## src/logic/sdc_regs.svh

```systemverilog
// Behaviour
// - rising conversion clock powers up, starts conversion
// - clock edges ignored while converting
// - host drops conversion clock after completion
// - busy high exactly while converting
// - after completion core off, acquisition begins
// - conversion ends within 460 ns
// - starts no faster than 1.6 Msps, 152 ns acquisition
// - previous results stay readable while powered down
// - host keeps serial outputs quiet when down
// - each core word enters filter once
// - down-sampler keeps one of every factor
// - output rate is conversion rate over factor
// - two straps select factor 4, 8, 16, 32
// - filter runs per conversion, lowpass below half output
// - filter response repeats at conversion rate multiples
// - data ready rises at start, falls at end
// - decimated register changes once per factor conversions
`ifndef SDC_REGS_SVH
`define SDC_REGS_SVH

// ----------------------------------------------------------------
// widths
// ----------------------------------------------------------------
`define SDC_WORD_W 24
`define SDC_ACC_W 29
`define SDC_TAPS 32
`define SDC_PTR_W 5
`define SDC_CNT_W 4
`define SDC_PER_W 16

// ----------------------------------------------------------------
// timing
// ----------------------------------------------------------------
`define SDC_CLK_NS 50
`define SDC_CONV_NS 460
`define SDC_CONV_CYC (`SDC_CONV_NS / `SDC_CLK_NS)
`define SDC_ACQ_NS 152
`define SDC_ACQ_CYC ((`SDC_ACQ_NS + `SDC_CLK_NS - 1) / `SDC_CLK_NS)
`define SDC_RATE_KSPS 1600
`define SDC_PERIOD_NS (1000000 / `SDC_RATE_KSPS)
`define SDC_PERIOD_CYC ((`SDC_PERIOD_NS + `SDC_CLK_NS - 1) / `SDC_CLK_NS)

// ----------------------------------------------------------------
// decimation factor encoding
// ----------------------------------------------------------------
`define SDC_SEL_DF4 2'h0
`define SDC_SEL_DF8 2'h1
`define SDC_SEL_DF16 2'h2
`define SDC_SEL_DF32 2'h3
`define SDC_DF4_LAST 5'h03
`define SDC_DF8_LAST 5'h07
`define SDC_DF16_LAST 5'h0F
`define SDC_DF32_LAST 5'h1F
`define SDC_DF_MIN_LOG 3'h2

// ----------------------------------------------------------------
// host register map, byte addresses
// ----------------------------------------------------------------
`define SDC_ADR_CTRL 5'h00
`define SDC_ADR_PERIOD 5'h04
`define SDC_ADR_STATE 5'h08
`define SDC_ADR_IRQ_STAT 5'h0C
`define SDC_ADR_IRQ_CLR 5'h10
`define SDC_ADR_IRQ_EN 5'h14
`define SDC_ADR_RESULT 5'h18
`define SDC_ADR_RAW 5'h1C
`define SDC_CTRL_RUN 0
`define SDC_CTRL_STRAP_LO 1
`define SDC_CTRL_STRAP_HI 2
`define SDC_EV_RESULT 0
`define SDC_EV_DONE 1
`define SDC_ST_BUSY 0
`define SDC_ST_READY 1
`define SDC_ST_ACTIVE 2
`define SDC_CTRL_RST 3'h0
`define SDC_IRQ_RST 2'h0

`endif

```

## src/logic/sdc_pkg.sv

```systemverilog
package sdc_pkg;
  // one converted or filtered word
  typedef logic [23:0] sdc_word_t;
  // device conversion states
  typedef enum logic {DEV_IDLE, DEV_CONVERT} sdc_dev_state_t;
  // host sequencing states
  typedef enum logic [1:0] {HOST_IDLE, HOST_WAIT_BUSY, HOST_WAIT_DONE} sdc_host_state_t;
endpackage : sdc_pkg

```

## src/logic/sdc_link_if.sv

```systemverilog
`timescale 1ns/1ps
interface sdc_link_if;
  import sdc_pkg::*;
  logic conv_clk; // conversion clock from host
  logic busy; // conversion in progress
  logic data_ready; // decimated update marker
  sdc_word_t dec_word; // decimated output register
  sdc_word_t raw_word; // last raw core word
  logic factor_strap_low; // factor select bit 0
  logic factor_strap_high; // factor select bit 1
  modport dev (input conv_clk, factor_strap_low, factor_strap_high,
    output busy, data_ready, dec_word, raw_word);
  modport host (output conv_clk, factor_strap_low, factor_strap_high,
    input busy, data_ready, dec_word, raw_word);
endinterface : sdc_link_if

```

## src/logic/sdc_device.sv

```systemverilog
`timescale 1ns/1ps
`include "sdc_regs.svh"
module sdc_device import sdc_pkg::*; (
  input wire logic clk_i,
  input wire logic rst_i,
  sdc_link_if.dev link,
  input sdc_word_t core_sample_i,
  output logic core_powered_o,
  output sdc_word_t filter_word_o
);

  // ----------------------------------------------------------------
  // declarations
  // ----------------------------------------------------------------
  logic conv_meta; // first synchroniser stage
  logic conv_sync; // second synchroniser stage
  logic conv_prev; // delayed copy for edge detect
  logic [1:0] strap_meta; // strap first stage
  logic [1:0] strap_sync; // strap second stage
  logic [1:0] factor_sel; // held factor selection
  sdc_dev_state_t state; // conversion state
  logic [`SDC_CNT_W-1:0] conv_cnt; // cycles left in conversion
  sdc_word_t held_sample; // sample caught at start
  sdc_word_t taps [`SDC_TAPS]; // filter history
  logic [`SDC_PTR_W-1:0] wr_ptr; // next history slot
  logic [`SDC_ACC_W-1:0] acc; // running window sum
  logic [`SDC_PTR_W-1:0] dec_cnt; // position in decimation group
  logic [`SDC_PTR_W-1:0] dec_last; // last position in group
  logic [`SDC_PTR_W-1:0] old_ptr; // slot leaving the window
  logic [`SDC_ACC_W-1:0] next_acc; // window sum with new word
  sdc_word_t next_filter; // scaled window mean
  logic [2:0] shift; // log2 of factor
  logic start; // accepted conversion start
  logic done; // last cycle of conversion

  // ----------------------------------------------------------------
  // pin synchronisers
  // ----------------------------------------------------------------

  // conversion clock pin, two flops then edge history
  always_ff @(posedge clk_i) begin
    if (rst_i) begin
      conv_meta <= 1'b0;
      conv_sync <= 1'b0;
      conv_prev <= 1'b0;
    end else begin
      conv_meta <= link.conv_clk;
      conv_sync <= conv_meta;
      conv_prev <= conv_sync;
    end
  end

  // strap pins, two flops
  always_ff @(posedge clk_i) begin
    if (rst_i) begin
      strap_meta <= 2'h0;
      strap_sync <= 2'h0;
    end else begin
      strap_meta <= {link.factor_strap_high, link.factor_strap_low};
      strap_sync <= strap_meta;
    end
  end

  // factor only follows the straps between conversions
  always_ff @(posedge clk_i) begin
    if (rst_i) begin
      factor_sel <= `SDC_SEL_DF4;
    end else if (state == DEV_IDLE) begin
      factor_sel <= strap_sync;
    end
  end

  // ----------------------------------------------------------------
  // conversion timing
  // ----------------------------------------------------------------

  // a rising edge counts only while idle
  assign start = conv_sync & ~conv_prev & (state == DEV_IDLE);
  // conversion ends when the countdown runs out
  assign done = (state == DEV_CONVERT) && (conv_cnt == '0);

  // conversion state and countdown
  always_ff @(posedge clk_i) begin
    if (rst_i) begin
      state <= DEV_IDLE;
      conv_cnt <= '0;
    end else begin
      case (state)
        DEV_IDLE: begin
          if (start) begin
            state <= DEV_CONVERT;
            // busy spans the full trimmed conversion time
            conv_cnt <= `SDC_CNT_W'(`SDC_CONV_CYC - 1);
          end
        end
        DEV_CONVERT: begin
          // edges seen here are dropped
          if (done) begin
            state <= DEV_IDLE;
          end else begin
            conv_cnt <= conv_cnt - 1'b1;
          end
        end
        default: begin
          state <= DEV_IDLE;
        end
      endcase
    end
  end

  // busy and core power follow the conversion
  always_ff @(posedge clk_i) begin
    if (rst_i) begin
      link.busy <= 1'b0;
      core_powered_o <= 1'b0;
    end else if (start) begin
      link.busy <= 1'b1;
      core_powered_o <= 1'b1;
    end else if (done) begin
      link.busy <= 1'b0;
      core_powered_o <= 1'b0;
    end
  end

  // input is acquired until the starting edge, then held
  always_ff @(posedge clk_i) begin
    if (rst_i) begin
      held_sample <= '0;
    end else if (start) begin
      held_sample <= core_sample_i;
    end
  end

  // raw result of the last conversion, kept while powered down
  always_ff @(posedge clk_i) begin
    if (rst_i) begin
      link.raw_word <= '0;
    end else if (done) begin
      link.raw_word <= held_sample;
    end
  end

  // ----------------------------------------------------------------
  // lowpass filter
  // ----------------------------------------------------------------

  // window length equals the decimation factor
  always_comb begin
    case (factor_sel)
      `SDC_SEL_DF4: dec_last = `SDC_DF4_LAST;
      `SDC_SEL_DF8: dec_last = `SDC_DF8_LAST;
      `SDC_SEL_DF16: dec_last = `SDC_DF16_LAST;
      `SDC_SEL_DF32: dec_last = `SDC_DF32_LAST;
      default: dec_last = `SDC_DF4_LAST;
    endcase
  end

  // moving average over the last factor words
  // nulls at multiples of rate over factor attenuate above half
  // the output rate; being sampled, the response repeats at
  // every multiple of the conversion rate
  always_comb begin
    old_ptr = wr_ptr + ~dec_last; // slot one window back
    next_acc = acc + {{(`SDC_ACC_W-`SDC_WORD_W){1'b0}}, held_sample}
      - {{(`SDC_ACC_W-`SDC_WORD_W){1'b0}}, taps[old_ptr]};
    shift = {1'b0, factor_sel} + `SDC_DF_MIN_LOG;
    next_filter = `SDC_WORD_W'(next_acc >> shift);
  end

  // history store, one word per conversion
  always_ff @(posedge clk_i) begin
    if (rst_i) begin
      for (int i = 0; i < `SDC_TAPS; i++) begin
        taps[i] <= '0;
      end
      wr_ptr <= '0;
    end else if (done) begin
      taps[wr_ptr] <= held_sample;
      wr_ptr <= wr_ptr + 1'b1;
    end
  end

  // window sum and filter output update every conversion
  always_ff @(posedge clk_i) begin
    if (rst_i) begin
      acc <= '0;
      filter_word_o <= '0;
    end else if (done) begin
      acc <= next_acc;
      filter_word_o <= next_filter;
    end
  end

  // ----------------------------------------------------------------
  // down-sampler
  // ----------------------------------------------------------------

  // position within the decimation group
  always_ff @(posedge clk_i) begin
    if (rst_i) begin
      dec_cnt <= '0;
    end else if (done) begin
      if (dec_cnt >= dec_last) begin
        dec_cnt <= '0;
      end else begin
        dec_cnt <= dec_cnt + 1'b1;
      end
    end
  end

  // marker rises with the kept conversion, falls at its end
  always_ff @(posedge clk_i) begin
    if (rst_i) begin
      link.data_ready <= 1'b0;
    end else if (start && dec_cnt == '0) begin
      link.data_ready <= 1'b1;
    end else if (done) begin
      link.data_ready <= 1'b0;
    end
  end

  // only the first word of each group reaches the output
  always_ff @(posedge clk_i) begin
    if (rst_i) begin
      link.dec_word <= '0;
    end else if (done && dec_cnt == '0) begin
      link.dec_word <= next_filter;
    end
  end

endmodule : sdc_device

```

## src/flat_wrapper.sv

```systemverilog
// flat-port wrapper written by rule: the top's interface ports become plain ports
module sdc_device_flat import sdc_pkg::*;
  (clk_i, rst_i, core_sample_i, core_powered_o, filter_word_o, link_conv_clk, link_factor_strap_low, link_factor_strap_high, link_busy, link_data_ready, link_dec_word, link_raw_word);
  sdc_link_if link_i ();
  input wire logic clk_i;
  input wire logic rst_i;
  input sdc_word_t core_sample_i;
  output logic core_powered_o;
  output sdc_word_t filter_word_o;
  input wire logic [$bits(link_i.conv_clk)-1:0] link_conv_clk;
  input wire logic [$bits(link_i.factor_strap_low)-1:0] link_factor_strap_low;
  input wire logic [$bits(link_i.factor_strap_high)-1:0] link_factor_strap_high;
  output wire logic [$bits(link_i.busy)-1:0] link_busy;
  output wire logic [$bits(link_i.data_ready)-1:0] link_data_ready;
  output wire logic [$bits(link_i.dec_word)-1:0] link_dec_word;
  output wire logic [$bits(link_i.raw_word)-1:0] link_raw_word;
  assign link_i.conv_clk = link_conv_clk;
  assign link_i.factor_strap_low = link_factor_strap_low;
  assign link_i.factor_strap_high = link_factor_strap_high;
  assign link_busy = link_i.busy;
  assign link_data_ready = link_i.data_ready;
  assign link_dec_word = link_i.dec_word;
  assign link_raw_word = link_i.raw_word;
  sdc_device u_core (.clk_i(clk_i), .rst_i(rst_i), .link(link_i), .core_sample_i(core_sample_i), .core_powered_o(core_powered_o), .filter_word_o(filter_word_o));
endmodule
```

## config.mk

```make
export PLATFORM = sky130hd
export DESIGN_NAME = sdc_device_flat
export DESIGN_NICKNAME = d
export VERILOG_FILES = /design/src/logic/sdc_pkg.sv /design/src/logic/sdc_link_if.sv /design/src/logic/sdc_device.sv /design/src/flat_wrapper.sv
export VERILOG_INCLUDE_DIRS = /design/src /design/src/logic
export SDC_FILE = /design/constraint.sdc
export NUM_CORES = 2
export LEC_CHECK = 0
export BUFFER_PORTS_ARGS = -buffer_cell sky130_fd_sc_hd__buf_2
export CORE_MARGIN = 2
export CORE_UTILIZATION = 40
export CTS_CLUSTER_SIZE = 24
export DETAILED_ROUTE_END_ITERATION = 8
export GPL_TIMING_DRIVEN = 0
export PLACE_DENSITY = 0.66
export SLEW_MARGIN = 10
export SYNTH_ARGS = -nofsm -noshare
export SYNTH_HDL_FRONTEND = slang
export SYNTH_SLANG_ARGS = --single-unit
```

## constraint.sdc

```tcl
create_clock -name clk_i -period 8 [get_ports clk_i]
set_input_delay 0.4 -clock clk_i [delete_from_list [all_inputs] [get_ports clk_i]]
set_output_delay 0.4 -clock clk_i [all_outputs]
set_load 0.05 [all_outputs]
```

After elaboration in Yosys (flattened, before gate mapping)

Memory sizes are Yosys's and may differ from the RTL's.
Index checks and enable logic that the tools add are counted.
W data, S select, Z words.

Bitwise logic cells: 5
Magnitude comparators: 1
Muxes and demuxes: 19
Reduce and logical (&&, ||, !) cells: 10
Shift operators: 1
$add $sub $neg: 7
Eq/ne operators: 5

Operators by type and width:

| kind                  | count |
|---|---|
| $add A29 B24 Y29      | 1 |
| $shr A29 B3 Y24       | 1 |
| $sub A29 B24 Y29      | 1 |
| $mux W24              | 1 |
| $reduce_or A24 Y1     | 1 |
| $pmux W5 S4           | 1 |
| $mux W1               | 11 |
| $add A5 B1 Y5 const B | 2 |
| $mux W5               | 2 |
| $mux W4               | 2 |
| $pmux W4 S2           | 1 |
| $add A5 B5 Y5         | 1 |
| $ge A5 B5 Y1          | 1 |
| $logic_not A5 Y1      | 1 |
| $not A5 Y5            | 1 |
| $eq A2 B2 Y1 const B  | 2 |
| $logic_not A4 Y1      | 1 |
| $reduce_bool A2 Y1    | 2 |
| $sub A4 B1 Y4 const B | 1 |
| $add A2 B2 Y3 const B | 1 |
| $logic_and A1 B1 Y1   | 3 |
| $and A1 B1 Y1         | 2 |
| $eq A2 B1 Y1 const B  | 1 |
| $logic_not A2 Y1      | 1 |
| 5 further kinds       | 6 |

Memories kept: 1
Register bits after elaboration: 151
Input bits: 29
Bits in writable memories: 768

Memory list:

| memory      | depth | width | rd ports | clocked after Yosys merged registers in | write ports | line             | source |
|---|---|---|---|---|---|---|---|
| u_core.taps | 32    | 24    | 1        | 0                                       | 32          | sdc_device.sv:24 | `` sdc_word_t taps [`SDC_TAPS]; `` |

Longest topological paths before layout

Word-level depth: 7
Depth in mapped cells: 22
Gate-level depth less buffers: 20

Worst setup path before layout

No wires, ideal clock.

Path type: register to register
Start point: register u_core.factor_sel[1]
End point: register u_core.filter_word_o[16]
Data arrival time: 5967 ps
Cell stages (with the launch flop): 20
Path slack: 1963 ps
Period minus slack after synthesis: 6037 ps
Path through: dfxtp_1 -> clkbuf_1 -> clkinv_1 -> buf_1 -> fa_1 -> clkbuf_1 -> buf_1 -> mux4_2 -> mux2i_1 -> fa_1 -> ha_1 -> buf_6 -> a211o_1 -> a21oi_2 -> a211o_1 -> a31oi_2 -> o21a_1 -> or2_1 -> mux4_2 -> o21ai_1

Word-level cells in the longest chain between the ends: 7

Ends and longest elaborated chain:

| what                                 | line              | source |
|---|---|---|
| start: declaration                   | sdc_device.sv:20  | `logic [1:0] factor_sel;` |
| start signal: assignment             | sdc_device.sv:67  | `` factor_sel <= `SDC_SEL_DF4; `` |
| start signal: assignment             | sdc_device.sv:69  | `factor_sel <= strap_sync;` |
| $eq A2 B2 Y1 (tied with other cells) | sdc_device.sv:149 | `case (factor_sel)` |
| $pmux W5 S4                          | sdc_device.sv:149 |  |
| $not A5 Y5                           | sdc_device.sv:163 | `old_ptr = wr_ptr + ~dec_last;` |
| $add A5 B5 Y5                        | sdc_device.sv:163 |  |
| $mem_v2 Z32 W24                      | -                 |  |
| $sub A29 B24 Y29                     | sdc_device.sv:164 | `` next_acc = acc + {{(`SDC_ACC_W-`SDC_WORD_W){1'b0}}, held_sample} `` |
| $shr A29 B3 Y24 *                    | sdc_device.sv:167 | `` next_filter = `SDC_WORD_W'(next_acc >> shift); `` |
| end signal: assignment               | sdc_device.sv:190 | `filter_word_o <= next_filter;` |
| end: declaration                     | sdc_device.sv:9   | `output sdc_word_t filter_word_o` |

Mark *: on every way between the ends. The rest lies on a longest branch, timed or not. The select of a mux whose other input is x is not followed.
A chain may end at the register's enable or synchronous reset.

Worst setup path after layout

Start point: register u_core.wr_ptr[2]
End point: register u_core.filter_word_o[21]

Word-level cells in the longest chain between the ends: 4

Ends and longest elaborated chain:

| what                     | line              | source |
|---|---|---|
| start: declaration       | sdc_device.sv:25  | `` logic [`SDC_PTR_W-1:0] wr_ptr; `` |
| start signal: assignment | sdc_device.sv:179 | `wr_ptr <= wr_ptr + 1'b1;` |
| $add A5 B5 Y5            | sdc_device.sv:163 |  |
| $mem_v2 Z32 W24          | -                 |  |
| $sub A29 B24 Y29         | sdc_device.sv:164 |  |
| $shr A29 B3 Y24          | sdc_device.sv:167 |  |

Every way passes these cells.

==> results by stage <==
Status:
- The run finished with clean final reports.

Pwr:
- Dividing total power by cell area gives a power density of about 220 mW/mm^2.
- The analysis attributes to net switching a power of approximately 2.7 mW.
- Of the total power, the share spent switching nets is 0.249.
- The proportion of power drawn by combinational gates is 0.103.
- Summing internal, switching and leakage power gives 10.8 mW.
- Of the total power, registers draw 0.498.
- The worst-case IR drop observed on VDD is between 0.15 and 0.2 mV.
- The clock group share of total power is 0.398.
- The total leakage power is ~19 nW.
- The internal portion of the total power is ~8.1 mW.

Clocking:
- The total CTS buffers is 92.
- For this design, the sink count on the clock tree is between 900 and 1k.
- The number of buffers on the longest clock path is 3.
- In this run the clock root is driven by a sky130_fd_sc_hd__clkbuf_16.
- At the later pin of the worst-skew pair, clock insertion delay measures around 0.67 ns.
- After clock tree synthesis, the clock-pin slew on the worst setup and hold paths is around 0.060 ns.
- TritonCTS built the clock tree.
- The maximum level of the CTS H-tree is 3.

Global route:
- The number of global-route vias before repair is roughly 28k.
- The initial antenna violation count is 15.
- The first-pass GRT wire length is slightly above 200000 microns.
- Across every metal layer, demand over resource in global routing totals 0.254.
- Entering global routing, the biggest net connects 25 pins.
- The global route total overflow is 0.

Layout:
- Of the cells placed in the final design, the portion with a size suffix greater than 1 is 0.161.
- The number of nets in the finished design is roughly 3.5k.
- The library cells used most frequently in the layout, excluding fill and tap cells, are sky130_fd_sc_hd__edfxtp_1 (768), sky130_fd_sc_hd__and3_1 (387), sky130_fd_sc_hd__and2_1 (350), sky130_fd_sc_hd__clkbuf_1 (314), sky130_fd_sc_hd__mux4_2 (247).
- The filler cells instantiated in the layout total between 9k and 10k.
- The post-synthesis to final-layout area growth is 14.0%.
- In the final layout, flip-flops and latches occupy 0.0261 sq mm.
- The area occupied by multi-input gates is roughly 0.016 sq mm.
- The most common cell after layout, fill and taps aside is sky130_fd_sc_hd__edfxtp_1.

Timing:
- The peak clock frequency supported by timing is 0.133 GHz.
- The time the worst path needs with I/O delays and setup is about 7.5 ns.
- The final-report hold violation count came to 0.
- The pin slew with the least headroom to its limit is ~1.3 ns.
- Setup repair after global routing left no endpoint under its margin.
- The number of failing setup endpoints in the final timing report is 0.
- The final critical-path share of the clock period is 0.942.
- The number of pins with negative max-slew slack in the final report was 0.
- The clock skew is ~0.022 ns.
- Setup slack closes at roughly 0.47 ns.
- Hold timing on the final database bottoms out at a slack of 0.0213 ns.
- In this run the tightest slew margin relative to its limit is 0.108.

Detailed routing:
- In the final routed layout, each cell accounts on average for slightly below 30 microns.
- Summed over all layers, the routed wires come to about 140000 microns.
- The iteration count of the initial detailed-routing pass is 6.
- The detailed-route DRC error count is 0.
- Detailed routing inserted a total of between 20k and 30k vias.
- In the routed layout, each cell is associated on average with a via count of between 6 and 7.
- The number of antenna-violating nets in the routed design is 0.
- In this run, the number of DRC markers left after iteration 0 of detailed routing was just under 4k.

Yosys:
- The compound-cell area share of the yosys netlist was 0.0412.
- After synthesis, the largest family of logic cells by area is simple AND/OR/NAND/NOR gates.
- The synthesized net count is approximately 3.2k.
- The share of the yosys chip area belonging to registers is 0.606.
- Of the total synthesized cell area, the portion taken by AND, OR, NAND and NOR gates is 0.151.
- After synthesis, the netlist uses 75 different library cells.
- In this run, synthesis produced a sequential element count of between 900 and 1k.
- Counting flops with a built-in enable in the synthesized netlist gives 768.
- The portion of netlist area occupied by mux cells is 0.139.
- The cell area after synthesis is around 0.043 sq mm.
- For this run, the number of Yosys warnings is 0.
- The mean instance size in the synthesized netlist is around 14 sq um.
- Of all flip-flops after synthesis, the portion carrying an async set or reset was 0.
- In the synthesized netlist the dominant register cell turns out to be sky130_fd_sc_hd__edfxtp_1.
- Of the total synthesized cell area, the portion taken by XOR and XNOR cells is 0.00692.
- Counting every instance in the synthesized netlist gives 3125.
- Of the total synthesized cell area, the portion taken by full adders, half adders and majority gates is 0.0227.

Critical path:
- The largest stage delay on the critical path is about 0.62 ns.
- The kind of launch point of the worst setup path is a flop.
- The kind of end point of the critical path is a flop.
- The critical path in this run is classified as flop to flop.
- Data on the critical path is required at its endpoint by 8.51 ns.
- For the worst setup path, the data arrival time is 8.04 ns.
- For the worst flop-to-flop path, the logic depth is 20.
- The biggest fanout along the worst timing path is 10.
- Among cell families on the critical path, the largest total delay comes from buffers and inverters.
- Traced cell by cell, the critical path runs through clkbuf_1 > clkbuf_2 > clkbuf_1 > and2_1 > fa_1 > clkbuf_2 > clkdlybuf4s18_2 > mux4_2 > mux2i_1 > fa_1 > ha_1 > a21oi_1 > nor4_1 > nor4_1 > nand2_1 > o31ai_1 > xor2_1 > o21a_1 > a221o_1 > a21oi_1.
- The number of buffer and inverter instances along the worst setup path is 5.
- The cell with the largest stage delay on the worst path is sky130_fd_sc_hd__mux4_2.
- In this run the number of cells on the critical path is 20.

Floorplanning:
- In this run the core area contains between 100 and 150 standard-cell rows.
- During I/O placement, the number of pins put on the boundary was 104.
- The total area inside the core boundary comes to between 0.1 and 0.15 sq mm.
- From left edge to right edge, the die measures ~330 microns.
- The vertical die dimension is between 300 and 400 microns.
- The die covers between 0.1 and 0.15 sq mm.
- The effective utilization at floorplan is 0.402.

Hold path:
- The tightest min-delay check is of the primary input to flop type.
- The cell depth of the worst min-delay path is 3.

Placement:
- The count of buffers from port buffering is just over 100.
- The wire-length estimate of the detail-placed layout is approximately 100000 microns.
- The placer's final routability congestion estimate is around 0.97.
- The post-placement setup slack is -0.319 ns.

Flow run:
- The reported max-cap violation count is 0.
==> per-layer routing <==
layer | part of all wire | vias to the layer above | global-route usage | wire length [microns]
met5 | 0.0017 | - | 0.00868 | 249
met4 | 0.057 | 18 | 0.124 | 8130
met3 | 0.12 | 342 | 0.0569 | 16900
met2 | 0.45 | 1909 | 0.397 | 64700
met1 | 0.37 | 14700 | 0.337 | 52900
li1 | - | 12200 | - | -
==> final cells by class <==
| type | instances | area share |
|---|---|---|
| Tap cell | 1403 | 0.0358 |
| Timing Repair Buffer | 141 | 0.0228 |
| Antenna cell | 4 | 0.000204 |
| Clock buffer | 141 | 0.0551 |
| Clock inverter | 30 | 0.00495 |
| Buffer | 323 | 0.0261 |
| Multi-Input combinational cell | 1846 | 0.320 |
| Inverter | 37 | 0.00283 |
| Sequential cell | 919 | 0.532 |
==> state kept, by name (all words and copies together) (netlist names) <==
signal / flops
u_core.conv_sync: 1
u_core.link.busy: 1
u_core.conv_meta: 1
u_core.conv_cnt: 4
u_core.conv_prev: 1
u_core.held_sample: 24
u_core.acc: 29
u_core.factor_sel: 2
u_core.link.raw_word: 24
u_core.filter_word_o: 24
u_core.wr_ptr: 5
u_core.state: 1
u_core.link.dec_word: 24
u_core.strap_meta: 2
u_core.dec_cnt: 5
u_core.taps: 768
u_core.link.data_ready: 1
u_core.strap_sync: 2
==> synthesized netlist by cell type (3+ instances only) <==
library cell,count,area (sq um)
sky130_fd_sc_hd__nand2b_1,7,43.8
sky130_fd_sc_hd__and2_1,350,2190
sky130_fd_sc_hd__or2_2,5,31.3
sky130_fd_sc_hd__nor4_1,16,100
sky130_fd_sc_hd__a211oi_1,10,75.1
sky130_fd_sc_hd__mux2_2,3,33.8
sky130_fd_sc_hd__nor2b_1,8,50.1
sky130_fd_sc_hd__clkbuf_1,283,1060
sky130_fd_sc_hd__o31ai_1,6,45.0
sky130_fd_sc_hd__a41o_1,3,30.0
sky130_fd_sc_hd__o211ai_1,6,45.0
sky130_fd_sc_hd__a21oi_2,3,26.3
sky130_fd_sc_hd__a21oi_1,131,656
sky130_fd_sc_hd__dfxtp_1,151,3020
sky130_fd_sc_hd__nor3_1,48,240
sky130_fd_sc_hd__buf_1,21,78.8
sky130_fd_sc_hd__nand2_1,227,852
sky130_fd_sc_hd__o21a_1,6,45.0
sky130_fd_sc_hd__nand3_1,29,145
sky130_fd_sc_hd__a21o_1,22,165
sky130_fd_sc_hd__and3_1,387,2420
sky130_fd_sc_hd__edfxtp_1,768,23100
sky130_fd_sc_hd__o21ai_1,17,85.1
sky130_fd_sc_hd__a221o_1,3,30.0
sky130_fd_sc_hd__fa_1,25,500
sky130_fd_sc_hd__buf_2,11,55.1
sky130_fd_sc_hd__clkinv_1,5,18.8
sky130_fd_sc_hd__mux4_2,247,5560
sky130_fd_sc_hd__ha_1,38,475
sky130_fd_sc_hd__a31oi_1,7,43.8
sky130_fd_sc_hd__a211o_1,6,52.6
sky130_fd_sc_hd__o21ai_0,44,220
sky130_fd_sc_hd__xnor2_1,20,175
sky130_fd_sc_hd__nor2_1,68,255
sky130_fd_sc_hd__mux2i_1,37,370
sky130_fd_sc_hd__nand4_1,9,56.3
sky130_fd_sc_hd__xor2_1,14,123
sky130_fd_sc_hd__inv_1,31,116
sky130_fd_sc_hd__or3_1,7,43.8
sky130_fd_sc_hd__buf_6,3,33.8
==> logic make-up (layout without fill, tap and decap cells) <==
kind of cell | count (synthesis) | after routing
adder cells (fa/ha/maj) | 63 | 63
buffers and inverters | 360 | 672
other | 0 | 4
flip-flops | 919 | 919
AND/OR/NAND/NOR | 1171 | 1171
multiplexers | 287 | 287
XOR/XNOR | 34 | 34
AO/OA/AOI/OAI | 291 | 291
==> final timing paths <==
check | start | to | slack (ns)
hold reg to reg | u_core.conv_meta$_SDFF_PP0_ | u_core.conv_sync$_SDFF_PP0_ | 0.43
hold / removal | core_sample_i[22] | u_core.held_sample[22]$_SDFFE_PP0P_ | 0.02
setup reg to reg | u_core.wr_ptr[2]$_SDFFE_PP0P_ | u_core.filter_word_o[21]$_SDFFE_PP0P_ | 0.47
setup / recovery | u_core.wr_ptr[2]$_SDFFE_PP0P_ | u_core.filter_word_o[21]$_SDFFE_PP0P_ | 0.47
==> power by group through the flow <==
stage	Clock, mW	Combinational (mW)	Sequential [mW]
finish	4.31	1.12	5.40
global route	4.48	1.17	5.41
CTS	4.30	1.10	5.40
detailed placement	0	1.08	5.50
global placement	0	1.05	5.50
floorplan	0	0.655	5.51
==> worst min-delay path, delay by kind of cell <==
family / cells / cell delay, ns
AND/OR/NAND/NOR: 1 / 0.06
buffers and inverters: 1 / 0.11
AO/OA/AOI/OAI: 1 / 0.06
==> what timing repair did <==
action / 4_1_cts / 5_1_grt
endpoints found under the hold margin: 24 / 0
hold buffers: 24 / 0
resized for setup: 3 / 7
endpoints found under the setup margin: 26 / 18
buffers inserted: 0 / 0
==> stage by stage <==
| step | std cells | utilization | setup TNS [ns] | instance area, sq um |
|---|---|---|---|---|
| after floorplan | 3125 | - | 0 | 43000 |
| after global placement | 4630 | 0.424 | -2.83 | 45300 |
| after detailed placement | 4645 | 0.429 | -3.85 | 45800 |
| after CTS | 4840 | 0.458 | 0 | 49000 |
| after global routing | 4840 | 0.459 | 0 | 49000 |
| final | 4844 | 0.459 | 0 | 49000 |
Power figures use the tool's default switching activity.
